--- config.mk ---
export PLATFORM = sky130hd
export DESIGN_NAME = cpc_charger_pin_ctl
export DESIGN_NICKNAME = d
export VERILOG_FILES = /design/src/logic/cpc_pkg.sv /design/src/logic/cpc_pulse_if.sv /design/src/logic/cpc_pulse_timer.sv /design/src/logic/cpc_charger_pin_ctl.sv
export SDC_FILE = /design/constraint.sdc
export NUM_CORES = 1
export LEC_CHECK = 0
export BUFFER_PORTS_ARGS = -buffer_cell sky130_fd_sc_hd__buf_2
export CELL_PAD_IN_SITES_DETAIL_PLACEMENT = 1
export CELL_PAD_IN_SITES_GLOBAL_PLACEMENT = 2
export CORE_MARGIN = 1.5
export CORE_UTILIZATION = 30
export CTS_BUF_LIST = sky130_fd_sc_hd__clkbuf_16
export CTS_CLUSTER_DIAMETER = 30
export DETAILED_ROUTE_END_ITERATION = 10
export GPL_TIMING_DRIVEN = 0
export PLACE_DENSITY = 0.85
export SLEW_MARGIN = 10
export SYNTH_ARGS = -nofsm -noshare
export SYNTH_HDL_FRONTEND = slang
export SYNTH_SLANG_ARGS = --single-unit
--- constraint.sdc ---
create_clock -name mclk -period 1.52 [get_ports mclk]
set_input_delay 0.152 -clock mclk [delete_from_list [all_inputs] [get_ports mclk]]
set_output_delay 0.152 -clock mclk [all_outputs]
set_load 0.01 [all_outputs]
--- src/logic/cpc_pkg.sv ---
package cpc_pkg;

    // -----------------------------------------------------------------
    // Register map
    // -----------------------------------------------------------------
    localparam logic [7:0] CPC_OFS_CONTROL = 8'h00;
    localparam logic [7:0] CPC_OFS_STATUS = 8'h01;
    localparam logic [7:0] CPC_OFS_SAFETY_LIMIT = 8'h06;

    // Control register fields
    localparam int CPC_CTL_STAT_EN = 0;
    localparam int CPC_CTL_BOOST_PIN_EN = 1;
    localparam int CPC_CTL_SOFT_BOOST = 2;
    localparam int CPC_CTL_ILIM_LO = 3;
    localparam int CPC_CTL_ILIM_HI = 4;
    localparam logic [7:0] CPC_CONTROL_RST = 8'h03;

    // Status register fields
    localparam int CPC_STS_STAT_DRIVE = 0;
    localparam int CPC_STS_PULSE = 1;
    localparam int CPC_STS_BOOST = 2;
    localparam int CPC_STS_STARTUP = 3;
    localparam int CPC_STS_LOCKED = 4;
    localparam int CPC_STS_CHARGE_EN = 5;

    // Safety limit default after reset or while the limit reset pin is low
    localparam logic [7:0] CPC_SAFETY_LIMIT_RST = 8'h00;

    // -----------------------------------------------------------------
    // Input current limit codes
    // -----------------------------------------------------------------
    localparam logic [1:0] CPC_ILIM_100MA = 2'h0;
    localparam logic [1:0] CPC_ILIM_500MA = 2'h1;

    // -----------------------------------------------------------------
    // Timing
    // -----------------------------------------------------------------
    localparam int CPC_CLK_HZ = 20000000;
    localparam int CPC_FAULT_PULSE_US = 128;
    // Exact: 128 us at 20 MHz is a whole number of cycles
    localparam int CPC_FAULT_PULSE_CYC = (CPC_FAULT_PULSE_US * (CPC_CLK_HZ / 1000000));

endpackage

--- src/logic/cpc_pulse_if.sv ---
`timescale 1ns/100ps

// Carries the fault pulse request and its running state between modules
interface cpc_pulse_if;
    logic fire;
    logic busy;

    modport timer (
        input fire,
        output busy
    );

    modport user (
        output fire,
        input busy
    );
endinterface

--- src/logic/cpc_pulse_timer.sv ---
`timescale 1ns/100ps

module cpc_pulse_timer #(
    parameter int PULSE_CYC = cpc_pkg::CPC_FAULT_PULSE_CYC
) (
    // Clock and reset
    input wire logic mclk,
    input wire logic rstn,
    // Pulse request and state
    cpc_pulse_if.timer pulse
);
    import cpc_pkg::*;

    localparam int CW = $clog2(PULSE_CYC + 1);

    // -----------------------------------------------------------------
    // Elaboration check
    // -----------------------------------------------------------------
    if (PULSE_CYC < 1) begin : g_chk
        $error("cpc_pulse_timer: PULSE_CYC must be at least 1");
    end

    typedef struct packed {
        logic busy;
        logic [CW-1:0] count;
    } cpc_tmr_s;

    cpc_tmr_s state_r;
    cpc_tmr_s state_nxt;

    // One pulse of fixed length; a request while busy is ignored
    always_comb begin
        state_nxt = state_r;
        if (state_r.busy) begin
            if (state_r.count == CW'(PULSE_CYC - 1)) begin
                state_nxt.busy = 1'b0;
                state_nxt.count = '0;
            end else begin
                state_nxt.count = state_r.count + CW'(1);
            end
        end else if (pulse.fire) begin
            state_nxt.busy = 1'b1;
            state_nxt.count = '0;
        end
    end

    // State register
    always_ff @(posedge mclk or negedge rstn) begin
        if (!rstn) begin
            state_r <= '0;
        end else begin
            state_r <= state_nxt;
        end
    end

    assign pulse.busy = state_r.busy;

endmodule // cpc_pulse_timer

--- src/logic/cpc_charger_pin_ctl.sv ---
`timescale 1ns/100ps

module cpc_charger_pin_ctl #(
    parameter int PULSE_CYC = cpc_pkg::CPC_FAULT_PULSE_CYC,
    parameter logic [7:0] SAFETY_DEFAULT = cpc_pkg::CPC_SAFETY_LIMIT_RST
) (
    // Clock and reset
    input wire logic mclk,
    input wire logic rstn,
    // Register access port (decoded serial interface)
    input wire logic regWrEn,
    input wire logic regRdEn,
    input wire logic [7:0] regAddr,
    input wire logic [7:0] regWrData,
    output logic [7:0] regRdData,
    // Control pins
    input wire logic charge_inhibit_pin,
    input wire logic boost_request_pin,
    input wire logic limit_reset_pin,
    // Charger core status
    input wire logic chargeActive,
    input wire logic faultEvent,
    // Status pin, open drain
    output logic statOut,
    output logic statOe,
    // Charger core control
    output logic chargeEnable,
    output logic vbusHighZ,
    output logic boostMode,
    output logic [1:0] inputLimitCode,
    output logic [7:0] safetyLimit
);
    import cpc_pkg::*;

    // -----------------------------------------------------------------
    // Elaboration check
    // -----------------------------------------------------------------
    if (PULSE_CYC < 1) begin : g_chk
        $error("cpc_charger_pin_ctl: PULSE_CYC must be at least 1");
    end

    // -----------------------------------------------------------------
    // State
    // -----------------------------------------------------------------
    typedef struct packed {
        logic [7:0] control;
        logic [7:0] safety;
        logic locked;
        logic startup;
        logic faultPrev;
        logic statDrive;
        logic boost;
        logic chargeEn;
        logic [1:0] ilim;
        logic [7:0] rdData;
    } cpc_top_s;

    cpc_top_s state_r;
    cpc_top_s state_nxt;

    cpc_pulse_if pulseBus ();

    // Fault pulse generator
    cpc_pulse_timer #(
        .PULSE_CYC(PULSE_CYC)
    ) u_pulse (
        .mclk(mclk),
        .rstn(rstn),
        .pulse(pulseBus.timer)
    );

    // Offset decode, used for writes and reads alike
    function automatic logic isAddr(input logic [7:0] a, input logic [7:0] ofs);
        return a == ofs;
    endfunction

    // Pin-selected input limit used while in startup mode
    function automatic logic [1:0] pinLimit(input logic pin);
        return pin ? CPC_ILIM_500MA : CPC_ILIM_100MA;
    endfunction

    logic statEn;
    logic boostPinEn;
    logic boostPinActive;
    logic [7:0] statusWord;

    // Both enable bits reset set; the status pin works before the host writes anything, the boost pin only once startup ends
    assign statEn = state_r.control[CPC_CTL_STAT_EN];
    assign boostPinEn = state_r.control[CPC_CTL_BOOST_PIN_EN];
    // The pin is a current select in startup, so it cannot request boost then
    assign boostPinActive = boost_request_pin && boostPinEn && !state_r.startup;

    // Fault edge starts one pulse; the timer ignores edges while busy
    assign pulseBus.fire = faultEvent && !state_r.faultPrev && statEn;

    // Status word built from live state
    always_comb begin
        statusWord = 8'h00;
        statusWord[CPC_STS_STAT_DRIVE] = state_r.statDrive;
        statusWord[CPC_STS_PULSE] = pulseBus.busy;
        statusWord[CPC_STS_BOOST] = state_r.boost;
        statusWord[CPC_STS_STARTUP] = state_r.startup;
        statusWord[CPC_STS_LOCKED] = state_r.locked;
        statusWord[CPC_STS_CHARGE_EN] = state_r.chargeEn;
    end

    // -----------------------------------------------------------------
    // Next state
    // -----------------------------------------------------------------
    always_comb begin
        state_nxt = state_r;
        // Edge detector idles low like the fault input, so reset gives no false edge
        state_nxt.faultPrev = faultEvent;

        // Register writes; any write ends startup mode, and only a reset
        // brings it back, since the pin current select is a power-on behaviour
        if (regWrEn) begin
            state_nxt.startup = 1'b0;
            if (isAddr(regAddr, CPC_OFS_CONTROL)) begin
                state_nxt.control = regWrData;
            end
            if (isAddr(regAddr, CPC_OFS_SAFETY_LIMIT)) begin
                if (limit_reset_pin && !state_r.locked) begin
                    state_nxt.safety = regWrData;
                end
            end else if (limit_reset_pin) begin
                // Any other offset freezes the limits, so a host must set them
                // first; a write while the pin is low leaves them unlocked
                state_nxt.locked = 1'b1;
            end
        end

        // Pin low overrides the limit logic: default limits, limit writes dropped, unlocked
        if (!limit_reset_pin) begin
            state_nxt.safety = SAFETY_DEFAULT;
            state_nxt.locked = 1'b0;
        end

        // Status pin: low while charging or pulsing, silent when disabled.
        // Clearing the enable mid-pulse hides the rest of the pulse at once.
        state_nxt.statDrive = statEn && (chargeActive || pulseBus.busy);

        // Charge gating from the inhibit pin
        state_nxt.chargeEn = !charge_inhibit_pin;

        // Pin request wins over the software bit when honoured
        if (boostPinActive) begin
            state_nxt.boost = 1'b1;
        end else begin
            state_nxt.boost = state_r.control[CPC_CTL_SOFT_BOOST];
        end

        // Software limit is ignored until startup ends
        if (state_r.startup) begin
            state_nxt.ilim = pinLimit(boost_request_pin);
        end else begin
            state_nxt.ilim = state_r.control[CPC_CTL_ILIM_HI:CPC_CTL_ILIM_LO];
        end

        // Registered read data; unmapped offsets read zero
        if (regRdEn) begin
            if (isAddr(regAddr, CPC_OFS_CONTROL)) begin
                state_nxt.rdData = state_r.control;
            end else if (isAddr(regAddr, CPC_OFS_STATUS)) begin
                state_nxt.rdData = statusWord;
            end else if (isAddr(regAddr, CPC_OFS_SAFETY_LIMIT)) begin
                state_nxt.rdData = state_r.safety;
            end else begin
                state_nxt.rdData = 8'h00;
            end
        end
    end

    // -----------------------------------------------------------------
    // State register
    // -----------------------------------------------------------------
    always_ff @(posedge mclk or negedge rstn) begin
        if (!rstn) begin
            state_r.control <= CPC_CONTROL_RST;
            state_r.safety <= SAFETY_DEFAULT;
            state_r.locked <= 1'b0;
            state_r.startup <= 1'b1;
            state_r.faultPrev <= 1'b0;
            state_r.statDrive <= 1'b0;
            state_r.boost <= 1'b0;
            state_r.chargeEn <= 1'b0;
            state_r.ilim <= CPC_ILIM_100MA;
            state_r.rdData <= 8'h00;
        end else begin
            state_r <= state_nxt;
        end
    end

    // -----------------------------------------------------------------
    // Outputs
    // -----------------------------------------------------------------
    // Open drain: only ever drives low, released otherwise
    assign statOut = 1'b0;
    assign statOe = state_r.statDrive;
    assign chargeEnable = state_r.chargeEn;
    // Input side floats exactly while charging is inhibited
    assign vbusHighZ = !state_r.chargeEn;
    assign boostMode = state_r.boost;
    assign inputLimitCode = state_r.ilim;
    assign safetyLimit = state_r.safety;
    // Read data stays until the next read strobe
    assign regRdData = state_r.rdData;

endmodule // cpc_charger_pin_ctl

==> run summary <==
xor and xnor area share after synthesis = 0%
Clock H-tree levels = 2
Arrival @ worst endpoint = 1810 ps
drt first pass iters = 4
clock period minus final worst setup slack = 1630 ps
failing checks = setup timing
Total Negative Setup Slacks = -813 ps
Peak Freq = 612 MHz
share of cells above drive strength 1 = 42.2%
DP Cell Count = 360
count of pins over their slew limit = 0
met2 layer usage reported by global route = 27.8%
deepest clock path buffer count = 2
top post-synthesis cells by area = sky130_fd_sc_hd__dfrtp_1, sky130_fd_sc_hd__buf_4, sky130_fd_sc_hd__mux2_2
number of maximum-capacitance constraint violations = 0
Static Leakage = 1.48 nW
pin count of the biggest net entering global routing = 46
CTS tree = built
share of Yosys cell area claimed by the top area cell type = 46.8%
footprint of the multi-input gates = 976 um2
via count of the routed design = 1874
Post-DRT Antenna Nets = 0
power density over the cells = 840 nW/um2
die footprint = 8010 um2
worst-case hold slack = 6.40 ps
Die Span Y = 89.5 um
area fraction in compound gates after synthesis = 13.5%
Via-to-Cell Ratio = 4.85
status = finished with violations
RSZ-0062 raised after global routing = true
number of global-route vias before repair = 1885
share of flip-flops with an asynchronous set or reset = 100%
Critical Path Source Type = flop
post-synthesis cell type with the largest combined area = sky130_fd_sc_hd__dfrtp_1
DRC marker count from the first detailed-route iteration = 56
total power = 2.49 mW
number of antenna cells inserted = 0
root buffer cell = sky130_fd_sc_hd__clkbuf_16
Relative slew margins = 31.2%
Cell Area, Placed = 2620 um2
nature of the critical path endpoint = flop
top flip-flop cell by instance count after synthesis = sky130_fd_sc_hd__dfrtp_1
Synth Area in Simple Gates = 17.3%
GRT Util Overall = 15.7%
DR DRC count = 0
netlist area before placement = 2250 um2
placement row count = 31
boundary pin count = 48
total overflow reported by the global router = 0
final standard cell utilization of the core = 40.9%
area taken by flip-flops and latches = 1130 um2
kind of path behind the tightest hold check = input port to flop
largest family of logic cells by synthesized area = simple AND/OR/NAND/NOR gates
commonest cells in the synthesized netlist = sky130_fd_sc_hd__dfrtp_1, sky130_fd_sc_hd__buf_4, sky130_fd_sc_hd__nor2_1, sky130_fd_sc_hd__o21ai_0, sky130_fd_sc_hd__inv_1
most frequently used cell type in the post-synthesis netlist = sky130_fd_sc_hd__dfrtp_1
Most Used Layer, Global Route = met2
global placer's final weighted congestion = 0.757
share of synthesized area occupied by flip-flops and latches = 50.3%
warnings from Yosys = 0
Worst-Margin Slew = 1030 ps
wire per inst = 15.1 um
Clock Latency Late Sink = 280 ps
post-synthesis sequential element count = 45
synthesized instance count = 216
routing usage on met3 = 3.05%
initial antenna violation count = 0
effective utilization at floorplan = 31.0%
fill cell instance count of the final layout = 853
estimated wirelength of the detail-placed design = 4010 um
port bufs = 45
unique cell type count in the Yosys netlist = 37
Avg Cell Area, Syn = 10.4 um2
wire length of the first global-routing pass = 9410 um
number of nets in the finished design = 312
CTS buffer count = 5
net count of the mapped netlist = 242
GR Layer Usage met1 = 18.8%
Synth Area in Adders = 0.557%
Final setup violation count = 10
number of failing hold endpoints at the final stage = 0
maximum fanout along the worst path = 6
maximum vdd ir drop = 0.532 mV
required time of the critical path = 1700 ps
number of enable-type register cells in the synthesized netlist = 0
kind of critical path = flop to flop
Routed Wire Length = 5840 um
worst setup timing slack at the placement stage = -488 ps
number of clock sinks = 45
post-route fraction of the period consumed by the critical path = 107%
worst clock skew = 5.47 ps
width of the chip = 89.5 um
area of the core = 7250 um2
CTS clk-pin slew, worst paths = 70 ps
Layout Area Growth over Synthesis = 32.1%
Cell Count, Final, Fillers Out = 386
Post-Layout Inst Area = 2970 um2
final worst-path setup slack = -113 ps
multiplexer area fraction after synthesis = 8.58%
-- cell usage in the layout, fill, tap and decap left out, types with 4 or more instances in the layout --
cell | Yosys | routed
sky130_fd_sc_hd__o21ai_0 | 14 | 10
sky130_fd_sc_hd__clkbuf_16 | 0 | 5
sky130_fd_sc_hd__mux2i_1 | 8 | 8
sky130_fd_sc_hd__nor2_1 | 15 | 15
sky130_fd_sc_hd__nor2b_1 | 10 | 10
sky130_fd_sc_hd__a22oi_1 | 8 | 8
sky130_fd_sc_hd__nand2_1 | 11 | 10
sky130_fd_sc_hd__mux2_2 | 10 | 9
sky130_fd_sc_hd__inv_1 | 13 | 13
sky130_fd_sc_hd__nand2b_1 | 4 | 4
sky130_fd_sc_hd__buf_4 | 19 | 37
sky130_fd_sc_hd__nor3_1 | 6 | 6
sky130_fd_sc_hd__a21o_1 | 5 | 5
sky130_fd_sc_hd__o32ai_1 | 6 | 6
sky130_fd_sc_hd__and3_1 | 5 | 4
sky130_fd_sc_hd__buf_2 | 0 | 45
sky130_fd_sc_hd__dfrtp_1 | 42 | 40
-- what timing repair did --
action / 4_1_cts / 5_1_grt
setup buffers: 13 / 6
endpoints found under the hold margin: 1 / 0
pin swaps: 12 / 11
hold buffers: 1 / 0
resized for setup: 7 / 11
endpoints found under the setup margin: 21 / 21
-- flip-flops by register name, indices dropped and copies added (netlist names) --
name,count
u_pulse.pulse.busy,1
statOe,1
boostPinEn,1
regRdData,8
inputLimitCode,2
statEn,1
safetyLimit,8
state_r,9
chargeEnable,1
boostMode,1
u_pulse.state_r,12
-- worst paths after layout --
check	endpoint	from	depth (start not counted)	slack, ps
max in group asynchronous	u_pulse.pulse.busy	rstn	1	770
min in group asynchronous	safetyLimit[5]	rstn	1	50
hold reg to reg	boostMode	state_r[26]	1	510
setup / recovery	u_pulse.state_r[5]	u_pulse.state_r[4]	6	-110
setup reg to reg	u_pulse.state_r[5]	u_pulse.state_r[4]	6	-110
hold / removal	chargeEnable	charge_inhibit_pin	2	6
-- layout make-up --
type / count / area share [%]
plain buffers: 23 / 5.35
clock buffers: 5 / 4.22
clock inverters: 3 / 0.717
inverters: 13 / 1.64
multi-input cells: 133 / 32.9
flip-flops and latches: 45 / 38.2
well taps: 99 / 4.17
repair buffers: 65 / 12.9
-- per-layer routing --
| layer | vias up | wire [um] |
|---|---|---|
| met1 | 934 | 2500 |
| met5 | - | 0 |
| met4 | 0 | 125 |
| met3 | 11 | 255 |
| li1 | 889 | - |
| met2 | 40 | 2960 |
-- power breakdown --
| part | total [mW] | switching (mW) | internal, mW |
|---|---|---|---|
| clock | 1.08 | 0.472 | 0.612 |
| sequential | 1.24 | 0.0149 | 1.22 |
| combinational | 0.170 | 0.0958 | 0.0742 |
| total | 2.49 | 0.582 | 1.91 |
-- cells by family after synthesis --
group,Yosys count
buffers and inverters,38
other,1
AOI/OAI and AO/OA,43
and+or+nand+nor,70
adders and majority gates,1
DFF,45
muxes,18
-- worst max-delay path: stages (launching register included) --
cell and delay [ps]:
sky130_fd_sc_hd__dfrtp_1 420, sky130_fd_sc_hd__nand4_1 160, sky130_fd_sc_hd__buf_4 180, sky130_fd_sc_hd__o41ai_4 310
sky130_fd_sc_hd__buf_4 210, sky130_fd_sc_hd__o21ai_1 70, sky130_fd_sc_hd__a22o_1 180
(Power assumes the default switching activity.)
